[config.mk]
export PLATFORM = sky130hd
export DESIGN_NAME = eai_top
export DESIGN_NICKNAME = d
export VERILOG_FILES = /design/src/hdl/eai_pkg.sv /design/src/hdl/eai_remote_alarm.sv /design/src/hdl/eai_top.sv
export SDC_FILE = /design/constraint.sdc
export NUM_CORES = 1
export LEC_CHECK = 0
export BUFFER_PORTS_ARGS = -buffer_cell sky130_fd_sc_hd__clkbuf_2
export CAP_MARGIN = 40
export CORE_ASPECT_RATIO = 1.75
export CORE_MARGIN = 2
export CORE_UTILIZATION = 50
export DETAILED_ROUTE_END_ITERATION = 8
export HOLD_SLACK_MARGIN = 0.05
export MAX_ROUTING_LAYER = met4
export PLACE_DENSITY_LB_ADDON = 0.08
export SLEW_MARGIN = 20
export SYNTH_ARGS = -nofsm -noshare
export SYNTH_HDL_FRONTEND = slang
export SYNTH_SLANG_ARGS = --single-unit
[constraint.sdc]
create_clock -name aclk -period 4.4 [get_ports aclk]
set_input_delay 0.44 -clock aclk [delete_from_list [all_inputs] [get_ports aclk]]
set_output_delay 0.44 -clock aclk [all_outputs]
set_load 0.005 [all_outputs]
[src/hdl/eai_pkg.sv]
package eai_pkg;

  // ----------------------------------------------------------------
  // register indices (byte address = index * 4)
  // ----------------------------------------------------------------
  localparam int IDX_W = 12;
  localparam int IDX_LSB = 2;
  localparam int DEC_TOP = IDX_W + IDX_LSB;
  localparam logic [IDX_W-1:0] STATUS_IDX = 12'hB02;
  localparam logic [IDX_W-1:0] ENABLE_IDX = 12'hB03;
  localparam logic [IDX_W-1:0] CLEAR_IDX = 12'hB05;
  localparam logic [IDX_W-1:0] FRAME_CTRL_IDX = 12'h10B;

  // ----------------------------------------------------------------
  // field layout, shared by status, enable and clear
  // ----------------------------------------------------------------
  localparam int REMOTE_STATE_BIT = 7;
  localparam int RESERVED_BIT = 6;
  localparam int MF_ALARM_BIT = 5;
  localparam int KEEP_ZERO_BIT = 4;
  localparam int LINE_CODE_BIT = 3;
  localparam int FRAME_LOSS_BIT = 2;
  localparam logic [7:0] ENABLE_WR_MASK = 8'h3C;
  localparam logic [7:0] EVENT_MASK = 8'h2C;
  localparam logic [7:0] ENABLE_RESET = 8'h00;
  localparam logic [7:0] STATUS_RESET = 8'h00;
  localparam int FLC_W = 3;
  localparam logic [FLC_W-1:0] FLC_RESET = 3'h3;

  // ----------------------------------------------------------------
  // timing
  // ----------------------------------------------------------------
  localparam int CLK_PERIOD_NS = 100;
  localparam int REMOTE_ALARM_TIME_US = 375;
  localparam int REMOTE_ALARM_CYCLES =
    (REMOTE_ALARM_TIME_US * 1000 + CLK_PERIOD_NS - 1) / CLK_PERIOD_NS;

  // ----------------------------------------------------------------
  // axi answers
  // ----------------------------------------------------------------
  localparam logic [1:0] RESP_OKAY = 2'h0;
  localparam logic [1:0] RESP_SLVERR = 2'h2;

  // ----------------------------------------------------------------
  // framer events, all on aclk
  // ----------------------------------------------------------------
  typedef struct packed {
    logic nas_strobe;
    logic a_bit;
    logic fas_strobe;
    logic fas_errored;
    logic mf_remote_alarm;
    logic line_code_error;
  } eai_rx_events_s;

  typedef enum logic [3:0] {
    RA_CLEAR = 4'h1,
    RA_CLEAR_ONE = 4'h2,
    RA_DECLARED = 4'h4,
    RA_DECLARED_ZERO = 4'h8
  } eai_remote_e;

  typedef enum logic [1:0] {
    FR_IN_FRAME = 2'h1,
    FR_OUT_OF_FRAME = 2'h2
  } eai_frame_e;

endpackage : eai_pkg

[src/hdl/eai_remote_alarm.sv]
`timescale 1ns/1ps
module eai_remote_alarm (
  input wire logic aclk,
  input wire logic aresetn,
  input wire logic nas_strobe,
  input wire logic a_bit,
  output logic rx_remote_alarm_state
);

  eai_pkg::eai_remote_e state_reg;
  eai_pkg::eai_remote_e state_next;
  logic alarm_reg;
  logic alarm_next;

  // ----------------------------------------------------------------
  // two successive non-alignment frames decide either way
  // ----------------------------------------------------------------
  always_comb begin
    state_next = state_reg;
    if (nas_strobe) begin
      unique case (state_reg)
        eai_pkg::RA_CLEAR: begin
          state_next = a_bit ? eai_pkg::RA_CLEAR_ONE : eai_pkg::RA_CLEAR;
        end
        eai_pkg::RA_CLEAR_ONE: begin
          state_next = a_bit ? eai_pkg::RA_DECLARED : eai_pkg::RA_CLEAR;
        end
        eai_pkg::RA_DECLARED: begin
          state_next = a_bit ? eai_pkg::RA_DECLARED
                             : eai_pkg::RA_DECLARED_ZERO;
        end
        eai_pkg::RA_DECLARED_ZERO: begin
          state_next = a_bit ? eai_pkg::RA_DECLARED : eai_pkg::RA_CLEAR;
        end
        default: begin
          state_next = eai_pkg::RA_CLEAR;
        end
      endcase
    end
    alarm_next = (state_next == eai_pkg::RA_DECLARED) ||
                 (state_next == eai_pkg::RA_DECLARED_ZERO);
  end

  always_ff @(posedge aclk) begin
    if (!aresetn) begin
      state_reg <= eai_pkg::RA_CLEAR;
      alarm_reg <= 1'b0;
    end else begin
      state_reg <= state_next;
      alarm_reg <= alarm_next;
    end
  end

  assign rx_remote_alarm_state = alarm_reg;

  // ----------------------------------------------------------------
  // checks
  // ----------------------------------------------------------------
  // the last A bit seen pairs successive frames whatever the gap
  // between their strobes
  logic seen_reg;
  logic seen_next;
  logic last_a_reg;
  logic last_a_next;

  always_comb begin
    seen_next = seen_reg || nas_strobe;
    last_a_next = nas_strobe ? a_bit : last_a_reg;
  end

  always_ff @(posedge aclk) begin
    if (!aresetn) begin
      seen_reg <= 1'b0;
      last_a_reg <= 1'b0;
    end else begin
      seen_reg <= seen_next;
      last_a_reg <= last_a_next;
    end
  end
endmodule : eai_remote_alarm

[src/hdl/eai_top.sv]
// The placing of the registers and register access over AXI4-Lite were decided locally.
`timescale 1ns/1ps
// Behaviour
// two successive non-alignment frames with A=1 declare the remote alarm
// two successive non-alignment frames with A=0 clear the remote alarm
// enable bit 7 reads the remote alarm state; writes ignored
// bit 5 enables the interrupt on multiframe alarm declare and clear
// software always writes zero to bit 4, which is stored
// bit 3 enables the interrupt on each line code violation
// bit 2 enables the interrupt on frame loss declare and clear
// bit 6 is reserved; writes ignored, reads zero
// enable register sits at index 0xB03
// status flags latch on events and clear when the status is read
// frame loss declared after programmed count of errored alignment words
// interrupt is high while any enabled status flag is set
module eai_top #(
  parameter int ADDR_W = 16
) (
  input wire logic aclk,
  input wire logic aresetn,
  input wire logic [ADDR_W-1:0] s_axi_awaddr,
  input wire logic s_axi_awvalid,
  output logic s_axi_awready,
  input wire logic [31:0] s_axi_wdata,
  input wire logic [3:0] s_axi_wstrb,
  input wire logic s_axi_wvalid,
  output logic s_axi_wready,
  output logic [1:0] s_axi_bresp,
  output logic s_axi_bvalid,
  input wire logic s_axi_bready,
  input wire logic [ADDR_W-1:0] s_axi_araddr,
  input wire logic s_axi_arvalid,
  output logic s_axi_arready,
  output logic [31:0] s_axi_rdata,
  output logic [1:0] s_axi_rresp,
  output logic s_axi_rvalid,
  input wire logic s_axi_rready,
  input wire eai_pkg::eai_rx_events_s rx_events,
  output logic rx_remote_alarm_state,
  output logic frame_loss_state,
  output logic irq
);

  if (ADDR_W < eai_pkg::DEC_TOP) begin : g_bad_addr_w
    $error("eai_top: ADDR_W too narrow for the register map");
  end

  // ----------------------------------------------------------------
  // address decode
  // ----------------------------------------------------------------
  typedef enum logic [4:0] {
    SEL_NONE = 5'h01,
    SEL_STATUS = 5'h02,
    SEL_ENABLE = 5'h04,
    SEL_CLEAR = 5'h08,
    SEL_FRAME = 5'h10
  } eai_sel_e;

  function automatic eai_sel_e decode(input logic [ADDR_W-1:0] addr);
    logic [eai_pkg::IDX_W-1:0] idx;
    idx = addr[eai_pkg::DEC_TOP-1:eai_pkg::IDX_LSB];
    decode = SEL_NONE;
    if ((addr >> eai_pkg::DEC_TOP) == '0) begin
      if (idx == eai_pkg::STATUS_IDX) decode = SEL_STATUS;
      if (idx == eai_pkg::ENABLE_IDX) decode = SEL_ENABLE;
      if (idx == eai_pkg::CLEAR_IDX) decode = SEL_CLEAR;
      if (idx == eai_pkg::FRAME_CTRL_IDX) decode = SEL_FRAME;
    end
  endfunction : decode

  // ----------------------------------------------------------------
  // write channel
  // ----------------------------------------------------------------
  logic aw_full_reg, aw_full_next;
  logic w_full_reg, w_full_next;
  logic [ADDR_W-1:0] awaddr_reg, awaddr_next;
  logic [7:0] wdata_reg, wdata_next;
  logic wlane_reg, wlane_next;
  logic bvalid_reg, bvalid_next;
  logic [1:0] bresp_reg, bresp_next;
  logic wr_do;
  eai_sel_e wr_sel;

  assign s_axi_awready = !aw_full_reg && !bvalid_reg;
  assign s_axi_wready = !w_full_reg && !bvalid_reg;
  assign wr_do = aw_full_reg && w_full_reg && !bvalid_reg;
  assign wr_sel = decode(awaddr_reg);

  always_comb begin
    aw_full_next = aw_full_reg;
    w_full_next = w_full_reg;
    awaddr_next = awaddr_reg;
    wdata_next = wdata_reg;
    wlane_next = wlane_reg;
    bvalid_next = bvalid_reg;
    bresp_next = bresp_reg;
    if (s_axi_awvalid && s_axi_awready) begin
      aw_full_next = 1'b1;
      awaddr_next = s_axi_awaddr;
    end
    if (s_axi_wvalid && s_axi_wready) begin
      w_full_next = 1'b1;
      wdata_next = s_axi_wdata[7:0];
      wlane_next = s_axi_wstrb[0];
    end
    if (wr_do) begin
      aw_full_next = 1'b0;
      w_full_next = 1'b0;
      bvalid_next = 1'b1;
      bresp_next = (wr_sel == SEL_NONE) ? eai_pkg::RESP_SLVERR
                                        : eai_pkg::RESP_OKAY;
    end else if (bvalid_reg && s_axi_bready) begin
      bvalid_next = 1'b0;
    end
  end

  always_ff @(posedge aclk) begin
    if (!aresetn) begin
      aw_full_reg <= 1'b0;
      w_full_reg <= 1'b0;
      awaddr_reg <= '0;
      wdata_reg <= 8'h00;
      wlane_reg <= 1'b0;
      bvalid_reg <= 1'b0;
      bresp_reg <= eai_pkg::RESP_OKAY;
    end else begin
      aw_full_reg <= aw_full_next;
      w_full_reg <= w_full_next;
      awaddr_reg <= awaddr_next;
      wdata_reg <= wdata_next;
      wlane_reg <= wlane_next;
      bvalid_reg <= bvalid_next;
      bresp_reg <= bresp_next;
    end
  end

  assign s_axi_bvalid = bvalid_reg;
  assign s_axi_bresp = bresp_reg;

  // ----------------------------------------------------------------
  // registers
  // ----------------------------------------------------------------
  logic [7:0] enable_reg, enable_next;
  logic [7:0] status_reg, status_next;
  logic [eai_pkg::FLC_W-1:0] flc_reg, flc_next;
  logic [7:0] events;
  logic [7:0] read_clr;
  logic [7:0] write_clr;
  logic wr_ok;
  logic rd_take;
  eai_sel_e rd_sel;

  assign wr_ok = wr_do && wlane_reg;
  assign rd_take = s_axi_arvalid && s_axi_arready;
  assign rd_sel = decode(s_axi_araddr);
  // reading the status hands the flags over, so they drop together
  assign read_clr = (rd_take && rd_sel == SEL_STATUS) ? 8'hFF : 8'h00;
  assign write_clr = (wr_ok && wr_sel == SEL_CLEAR) ? wdata_reg : 8'h00;

  always_comb begin
    enable_next = enable_reg;
    flc_next = flc_reg;
    if (wr_ok && wr_sel == SEL_ENABLE) begin
      // bits 7 and 6 never store; bit 4 keeps what software wrote
      enable_next = wdata_reg & eai_pkg::ENABLE_WR_MASK;
    end
    if (wr_ok && wr_sel == SEL_FRAME) begin
      flc_next = wdata_reg[eai_pkg::FLC_W-1:0];
    end
    // a new event wins over a clear in the same cycle
    status_next = ((status_reg & ~(read_clr | write_clr)) | events) &
                  eai_pkg::EVENT_MASK;
  end

  always_ff @(posedge aclk) begin
    if (!aresetn) begin
      enable_reg <= eai_pkg::ENABLE_RESET;
      status_reg <= eai_pkg::STATUS_RESET;
      flc_reg <= eai_pkg::FLC_RESET;
    end else begin
      enable_reg <= enable_next;
      status_reg <= status_next;
      flc_reg <= flc_next;
    end
  end

  assign irq = |(status_reg & enable_reg & eai_pkg::EVENT_MASK);

  // ----------------------------------------------------------------
  // read channel
  // ----------------------------------------------------------------
  logic rvalid_reg, rvalid_next;
  logic [31:0] rdata_reg, rdata_next;
  logic [1:0] rresp_reg, rresp_next;
  logic [7:0] enable_view;

  always_comb begin
    enable_view = enable_reg;
    enable_view[eai_pkg::REMOTE_STATE_BIT] = rx_remote_alarm_state;
    enable_view[eai_pkg::RESERVED_BIT] = 1'b0;
  end

  assign s_axi_arready = !rvalid_reg;

  always_comb begin
    rvalid_next = rvalid_reg;
    rdata_next = rdata_reg;
    rresp_next = rresp_reg;
    if (rd_take) begin
      rvalid_next = 1'b1;
      rresp_next = eai_pkg::RESP_OKAY;
      unique case (rd_sel)
        SEL_STATUS: rdata_next = {24'h000000, status_reg};
        SEL_ENABLE: rdata_next = {24'h000000, enable_view};
        SEL_FRAME: rdata_next = {29'h0, flc_reg};
        SEL_CLEAR: rdata_next = 32'h00000000;
        SEL_NONE: begin
          rdata_next = 32'h00000000;
          rresp_next = eai_pkg::RESP_SLVERR;
        end
      endcase
    end else if (rvalid_reg && s_axi_rready) begin
      rvalid_next = 1'b0;
    end
  end

  always_ff @(posedge aclk) begin
    if (!aresetn) begin
      rvalid_reg <= 1'b0;
      rdata_reg <= 32'h00000000;
      rresp_reg <= eai_pkg::RESP_OKAY;
    end else begin
      rvalid_reg <= rvalid_next;
      rdata_reg <= rdata_next;
      rresp_reg <= rresp_next;
    end
  end

  assign s_axi_rvalid = rvalid_reg;
  assign s_axi_rdata = rdata_reg;
  assign s_axi_rresp = rresp_reg;

  // ----------------------------------------------------------------
  // frame loss and event detection
  // ----------------------------------------------------------------
  eai_pkg::eai_frame_e frame_reg, frame_next;
  logic [eai_pkg::FLC_W-1:0] err_cnt_reg, err_cnt_next;
  logic [eai_pkg::FLC_W-1:0] threshold;
  logic mf_prev_reg;

  // a count of zero would never declare, so it acts as one
  assign threshold = (flc_reg == '0) ? eai_pkg::FLC_W'(1) : flc_reg;

  always_comb begin
    frame_next = frame_reg;
    err_cnt_next = err_cnt_reg;
    if (rx_events.fas_strobe) begin
      if (rx_events.fas_errored) begin
        if (err_cnt_reg != threshold) begin
          err_cnt_next = err_cnt_reg + eai_pkg::FLC_W'(1);
        end
        if (err_cnt_reg + eai_pkg::FLC_W'(1) == threshold) begin
          frame_next = eai_pkg::FR_OUT_OF_FRAME;
        end
      end else begin
        err_cnt_next = '0;
        frame_next = eai_pkg::FR_IN_FRAME;
      end
    end
    events = 8'h00;
    events[eai_pkg::MF_ALARM_BIT] = rx_events.mf_remote_alarm != mf_prev_reg;
    events[eai_pkg::LINE_CODE_BIT] = rx_events.line_code_error;
    events[eai_pkg::FRAME_LOSS_BIT] = frame_next != frame_reg;
  end

  always_ff @(posedge aclk) begin
    if (!aresetn) begin
      frame_reg <= eai_pkg::FR_IN_FRAME;
      err_cnt_reg <= '0;
      mf_prev_reg <= 1'b0;
    end else begin
      frame_reg <= frame_next;
      err_cnt_reg <= err_cnt_next;
      mf_prev_reg <= rx_events.mf_remote_alarm;
    end
  end

  assign frame_loss_state = frame_reg == eai_pkg::FR_OUT_OF_FRAME;

  eai_remote_alarm u_remote_alarm (
    .aclk(aclk),
    .aresetn(aresetn),
    .nas_strobe(rx_events.nas_strobe),
    .a_bit(rx_events.a_bit),
    .rx_remote_alarm_state(rx_remote_alarm_state)
  );
endmodule : eai_top

# --- Word level (Yosys, flattened, before mapping) ---
# Index checks and enable logic that the tools add are counted.
classes:
  n_eq_ne: 29
  n_bitwise: 6
  n_reduce_logical: 29
  addsub: 1
  mux: 30
op_table:
  columns: ["op", "n"]
  rows:
  - ["$pmux 32 s4", 1]
  - ["$eq 12x12->1 const B", 6]
  - ["$logic_not 16->1", 2]
  - ["$mux 5", 6]
  - ["$eq 12x9->1 const B", 2]
  - ["$mux 2", 8]
  - ["$mux 3", 5]
  - ["$logic_and 1x1->1", 14]
  - ["$and 6x6->6", 2]
  - ["$mux 4", 3]
  - ["$mux 6", 2]
  - ["$or 6x6->6", 2]
  - ["$pmux 4 s3", 1]
  - ["$eq 5x1->1 const B", 2]
  - ["$eq 5x3->1 const B", 2]
  - ["$eq 5x4->1 const B", 2]
  - ["$eq 5x5->1 const B", 2]
  - ["$eq 4x3->1 const B", 2]
  - ["$eq 4x4->1 const B", 2]
  - ["$not 6->6", 1]
  - ["$reduce_or 2->1", 3]
  - ["$eq 5x2->1 const B", 1]
  - ["$eq 4x1->1 const B", 1]
  - ["$eq 4x2->1 const B", 1]
  - ["15 further kinds", 22]
totals:
  wordCells: 113
  register_bits: 84
  out_inout_bits: 44

# --- Longest topological paths before layout ---
logic_depth:
  ltp_word: 13
  mapped_depth: 6
  depth_no_buf: 6

# --- By module ---
# A second synthesis with hierarchy kept.
unflattened:
  hier_cells: 338
  hier_area_um2: 2806.4
by_module_without_submodules:
  columns: ["mod", "cells_each", "n_inst", "area_per_inst_um2"]
  rows:
  - ["eai_top", 300, 1, 2477.4]
  - ["eai_remote_alarm", 38, 1, 329.1]

# --- Worst setup path before layout ---
# No wires, ideal clock.
synth_path:
  path_kind: "register -> register"
  start: "reg awaddr_reg[12]"
  end: "reg status_reg[3]"
  path_stages_with_launch: 6
  setup_slack_ns: 2.812
  required_ns: 4.285
  period_less_slack_ns: 1.588
  path_buffers: 0
  arrival_ns: 1.474
  cell_sequence: "dfxtp_1 nand2b_4 or3_4 nor4_1 a21oi_1 o21a_1"
synth_between:
  elab_chain_len: 13
  word_cells_on_any_way: 16
  classes_between: "5 x eq/ne; 6 x mux; 4 x bitwise; 1 x reduce/logical"
synth_rtl:
  columns: ["element", "line", "source"]
  rows:
  - ["from (decl)", "eai_top.sv:76", "logic [ADDR_W-1:0] awaddr_reg, awaddr_next;"]
  - ["from (signal assigned)", "eai_top.sv:129", "awaddr_reg <= awaddr_next;"]
  - ["$eq 12x12->1", "eai_top.sv:64", "if (idx == eai_pkg::STATUS_IDX) decode = SEL_STATUS;"]
  - ["$mux 2", "eai_top.sv:64", null]
  - ["$mux 3", "eai_top.sv:65", "if (idx == eai_pkg::ENABLE_IDX) decode = SEL_ENABLE;"]
  - ["$mux 4", "eai_top.sv:66", "if (idx == eai_pkg::CLEAR_IDX) decode = SEL_CLEAR;"]
  - ["$mux 5 (*)", "eai_top.sv:67", "if (idx == eai_pkg::FRAME_CTRL_IDX) decode = SEL_FRAME;"]
  - ["$mux 5 (*)", "eai_top.sv:63", "if ((addr >> eai_pkg::DEC_TOP) == '0) begin"]
  - ["$eq 5x4->1 (*)", "eai_top.sv:158", "assign write_clr = (wr_ok && wr_sel == SEL_CLEAR) ? wdata_reg : 8'h00;"]
  - ["$logic_and 1x1->1 (*)", "eai_top.sv:158", null]
  - ["$mux 6 (*)", "eai_top.sv:158", null]
  - ["$or 6x6->6 (*)", "eai_top.sv:171", "status_next = ((status_reg & ~(read_clr | write_clr)) | events) &"]
  - ["$not 6->6 (*)", "eai_top.sv:171", null]
  - ["$and 6x6->6 (*)", "eai_top.sv:171", null]
  - ["$or 6x6->6 (*)", "eai_top.sv:171", null]
  - ["to (signal assigned)", "eai_top.sv:178", "status_reg <= eai_pkg::STATUS_RESET;"]
  - ["to (signal assigned)", "eai_top.sv:182", "status_reg <= status_next;"]
  - ["to (decl)", "eai_top.sv:144", "logic [7:0] status_reg, status_next;"]
# Mark *: on every way between the ends. The rest lies on a longest branch, timed or not.
# A chain may end at the register's enable or synchronous reset.

# --- Final worst setup path ---
layout_path:
  start: "reg awaddr_reg[6]"
  end: "reg status_reg[5]"
# The elaborated chain is that of the path after synthesis.

==> out/summary.log <==
qor: floorplanning.rows 36
qor: place.io_port_bufs 64
qor: routing.detail_route.iter0.violations 41
qor: clock_network.ctsHtreeMaxLevel 2
qor: sta.fin_crit_sh 48.0%
qor: synthesis.async_flop_share 0%
qor: clock_network.cts-buffers-inserted 5
qor: pwr.power.density 303 nW/um^2
qor: sta.hold-worst-slack 308 ps
qor: synthesis.synth.distinct_cells 58
qor: clock_network.worst_skew_pair_latency 300 ps
qor: outcome.run_status completed
qor: synthesis.synth_area_per_cell 8.66 sq um
qor: floorplanning.die_h 104 um
qor: sta.fmax 474 MHz
qor: sta.worst_slew_pin_slew 660 ps
qor: global_routing.grt_pass1_wl 9010 um
qor: pwr.static-leakage-power 0.00131 uW
qor: routing.route.vias.total 2319
qor: synthesis.most_common_flop_cell_mapped_by_yosys sky130_fd_sc_hd__dfxtp_1
qor: worst_setup_path.worst_path_arrival_time 2320 ps
qor: place.detailed_place.area 3100 sq um
qor: worst_setup_path.timing.critical_path.slowest_cell_delay 570 ps
qor: finish.final_layout_size_suffix_gt1_share 21.5%
qor: clock_network.clock_tree.root_cell sky130_fd_sc_hd__clkbuf_8
qor: finish.largest_register_ffs 14
qor: sta.setup_tns 0 ps
qor: hold_path.timing.hold.worst_path_depth 2
qor: routing.drtAntennaViolNets 0
qor: finish.final_net_count 468
qor: worst_setup_path.critPathCaptureType flip-flop
qor: floorplanning.initial_core_util 51.4%
qor: routing.drcViolationCount 0
qor: worst_setup_path.cpMostUsedCell sky130_fd_sc_hd__nor4_1
qor: clock_network.tritoncts done
qor: worst_setup_path.r2r-start awaddr_reg[6]$_SDFFE_PN0P_
qor: global_routing.antenna_found_initial 0
qor: worst_setup_path.cp_top_family simple AND/OR/NAND/NOR gates
qor: sta.final-hold-violation-count 0
qor: worst_setup_path.worst_ep_required 4610 ps
qor: routing.route.detailed.vias_per_inst 5.02
qor: floorplanning.top_level_ports 125
qor: sta.rsz0062_at_grt false
qor: worst_setup_path.critPathLaunchType flip-flop
qor: global_routing.number_of_global_route_vias_before_repair 2163
qor: run.max_capacitance_violation_total 0
qor: clock_network.clock_tree.buffer_depth 2
qor: clock_network.cts.clk_slew.worst_paths 90 ps
qor: finish.area_delta_synth_final 13.2%
qor: place.finalWeightedCongestion 0.838
qor: sta.min_cycle_time_layout 2110 ps
qor: place.place_ws 2320 ps
qor: worst_setup_path.path_max_fanout 3
qor: sta.slew_viol_final 0
qor: worst_setup_path.worst_r2r_path_depth 5
qor: worst_setup_path.worst_path_max_delay_cell sky130_fd_sc_hd__nor4_1
qor: global_routing.grt_overflow 0
qor: worst_setup_path.number_of_buffers_and_inverters_on_the_critical_path 0
qor: synthesis.post_synth_instance_area 2850 sq um
qor: synthesis.synth-edff-count 0
qor: sta.post-route-worst-setup-slack 2290 ps
qor: floorplanning.core_region_area 5540 sq um
qor: hold_path.hp-start s_axi_rready
qor: sta.finClkSkew 4.12 ps
qor: finish.finish.instance_area 3230 sq um
qor: hold_path.holdPathEnd s_axi_rvalid$_SDFFE_PN0P_
qor: worst_setup_path.timing.reg2reg.setup_slack 2290 ps
qor: global_routing.maximum_number_of_pins_on_one_net_before_global_route_repair 53
qor: finish.fill_cells 561
qor: worst_setup_path.path_class reg -> reg
qor: routing.drt_pass1_iterations 4
qor: sta.final-setup-viol-count 0
qor: finish.layout.cells.most_common sky130_fd_sc_hd__clkbuf_2
qor: pwr.maximum_ir_drop_on_the_vdd_rail 0.000263 V
qor: floorplanning.die_width 61.1 um
qor: floorplanning.die-area 6340 sq um
qor: global_routing.grtUsageTotal 18.6%
qor: routing.routed_wl 5460 um
qor: clock_network.post_cts.resized_instances 0
qor: worst_setup_path.path_cells nor4_1 -> nand2_1 -> nor4_1 -> a21oi_1 -> o21a_1
qor: synthesis.synth.yosys.seq_area_share 38.6%
qor: place.detailed_place_hpwl 4250 um
qor: hold_path.worstHoldPathType in -> reg
qor: sta.timing.slew.headroom 56.0%
qor: finish.most-common-layout-cells 64 x sky130_fd_sc_hd__clkbuf_2, 56 x sky130_fd_sc_hd__nand2_1, 55 x sky130_fd_sc_hd__dfxtp_1
qor: synthesis.postSynthCellCount 329
qor: synthesis.yosys_warnings 0
qor: clock_network.cts.repair_timing.setup_buffer_count 0
qor: routing.detail_route.wl_per_cell 11.8 um
qor: synthesis.synth.ff_latch_count 55
qor: clock_network.cts_num_sinks 55
qor: worst_setup_path.timing.rr.end status_reg[5]$_SDFF_PN0_
qor: clock_network.holdBufCountCts 0
qor: finish.antenna_diodes 0
[per-layer routing]
layer / GRT usage [%] / wire length [um] / up-vias
li1: - / - / 1197
met1: 18.8 / 2080 / 1058
met2: 33.1 / 3050 / 52
met3: 3.11 / 192 / 12
met4: 8.23 / 138 / 0
met5: - / 0 / -
[synthesized netlist by cell type (2+ instances only)]
| library cell | count | area (sq um) |
|---|---|---|
| sky130_fd_sc_hd__xor2_1 | 4 | 35.0 |
| sky130_fd_sc_hd__a211oi_1 | 3 | 22.5 |
| sky130_fd_sc_hd__nand3_1 | 5 | 25.0 |
| sky130_fd_sc_hd__a32oi_1 | 2 | 17.5 |
| sky130_fd_sc_hd__a21o_1 | 2 | 15.0 |
| sky130_fd_sc_hd__nor2b_1 | 19 | 119 |
| sky130_fd_sc_hd__o22ai_1 | 2 | 12.5 |
| sky130_fd_sc_hd__nor2_1 | 10 | 37.5 |
| sky130_fd_sc_hd__buf_4 | 27 | 203 |
| sky130_fd_sc_hd__o21a_1 | 5 | 37.5 |
| sky130_fd_sc_hd__mux2i_1 | 9 | 90.1 |
| sky130_fd_sc_hd__and2_1 | 5 | 31.3 |
| sky130_fd_sc_hd__o311ai_0 | 2 | 17.5 |
| sky130_fd_sc_hd__o21ai_0 | 6 | 30.0 |
| sky130_fd_sc_hd__dfxtp_1 | 55 | 1100 |
| sky130_fd_sc_hd__nand2b_4 | 2 | 27.5 |
| sky130_fd_sc_hd__inv_1 | 11 | 41.3 |
| sky130_fd_sc_hd__mux2_2 | 2 | 22.5 |
| sky130_fd_sc_hd__nand4bb_1 | 2 | 22.5 |
| sky130_fd_sc_hd__nor3_1 | 3 | 15.0 |
| sky130_fd_sc_hd__a21boi_0 | 23 | 173 |
| sky130_fd_sc_hd__xnor2_1 | 4 | 35.0 |
| sky130_fd_sc_hd__a22oi_1 | 5 | 37.5 |
| sky130_fd_sc_hd__clkbuf_1 | 10 | 37.5 |
| sky130_fd_sc_hd__a21oi_1 | 5 | 25.0 |
| sky130_fd_sc_hd__buf_2 | 3 | 15.0 |
| sky130_fd_sc_hd__nor4_1 | 6 | 37.5 |
| sky130_fd_sc_hd__nand4_1 | 3 | 18.8 |
| sky130_fd_sc_hd__o31ai_1 | 3 | 22.5 |
| sky130_fd_sc_hd__nand2b_1 | 6 | 37.5 |
| sky130_fd_sc_hd__nand2_1 | 56 | 210 |
| sky130_fd_sc_hd__nand3b_1 | 3 | 22.5 |
[layout make-up]
cell class	count	area, sq um	share of cell area [%]
Clock buffer	6	72.6	2.25
Clock inverter	1	30.0	0.931
Inverter	11	41.3	1.28
Multi-Input combinational cell	248	1550	47.9
Sequential cell	55	1100	34.1
Tap cell	76	95.1	2.95
Timing Repair Buffer	65	340	10.6
[cells by family (layout without fill, tap and decap cells)]
| family | Yosys count | in the layout | share of synthesized area (%) |
|---|---|---|---|
| AOI/OAI and AO/OA | 70 | 70 | 18.3 |
| xor gates and xnor gates | 8 | 8 | 2.46 |
| adders and majority gates | 1 | 1 | 0.439 |
| buffers and inverters | 52 | 83 | 10.6 |
| DFF | 55 | 55 | 38.6 |
| muxes | 11 | 11 | 3.95 |
| other | 1 | 27 | 0.132 |
| and+or+nand+nor | 131 | 131 | 25.5 |
[stage by stage]
step | cells | util [%] | total power [uW]
2_1_floorplan | 355 | - | 639
3_3_place_gp | 454 | 56.0 | 665
3_5_place_dp | 454 | 56.0 | 668
4_1_cts | 461 | 57.9 | 989
5_1_grt | 462 | 58.2 | 1030
6_report | 462 | 58.2 | 976
[how the worst max path moves through the flow]
stage / startpoint / to / slack (ps) / cells past startpoint
2_1_floorplan: awaddr_reg[12]$_SDFFE_PN0P_ / status_reg[3]$_SDFF_PN0_ / 2810 / 5
3_3_place_gp: awaddr_reg[6]$_SDFFE_PN0P_ / status_reg[2]$_SDFF_PN0_ / 2310 / 5
3_5_place_dp: awaddr_reg[6]$_SDFFE_PN0P_ / status_reg[2]$_SDFF_PN0_ / 2320 / 5
4_1_cts: awaddr_reg[6]$_SDFFE_PN0P_ / status_reg[2]$_SDFF_PN0_ / 2280 / 5
5_1_grt: awaddr_reg[6]$_SDFFE_PN0P_ / status_reg[5]$_SDFF_PN0_ / 2180 / 5
6_report: awaddr_reg[6]$_SDFFE_PN0P_ / status_reg[5]$_SDFF_PN0_ / 2290 / 5
[worst reg2reg max path, stage by stage (launching register included)]
cell                      delay (ps)
sky130_fd_sc_hd__dfxtp_1         320
sky130_fd_sc_hd__nor4_1          570
sky130_fd_sc_hd__nand2_1         300
sky130_fd_sc_hd__nor4_1          500
sky130_fd_sc_hd__a21oi_1         150
sky130_fd_sc_hd__o21a_1          180
[power by group]
group          switching (uW)  total [uW]  internal, uW
clock network             153         320           167
logic                    65.2         119          53.7
registers                17.7         538           520
total                     236         976           740
Power figures use the tool's default switching activity.
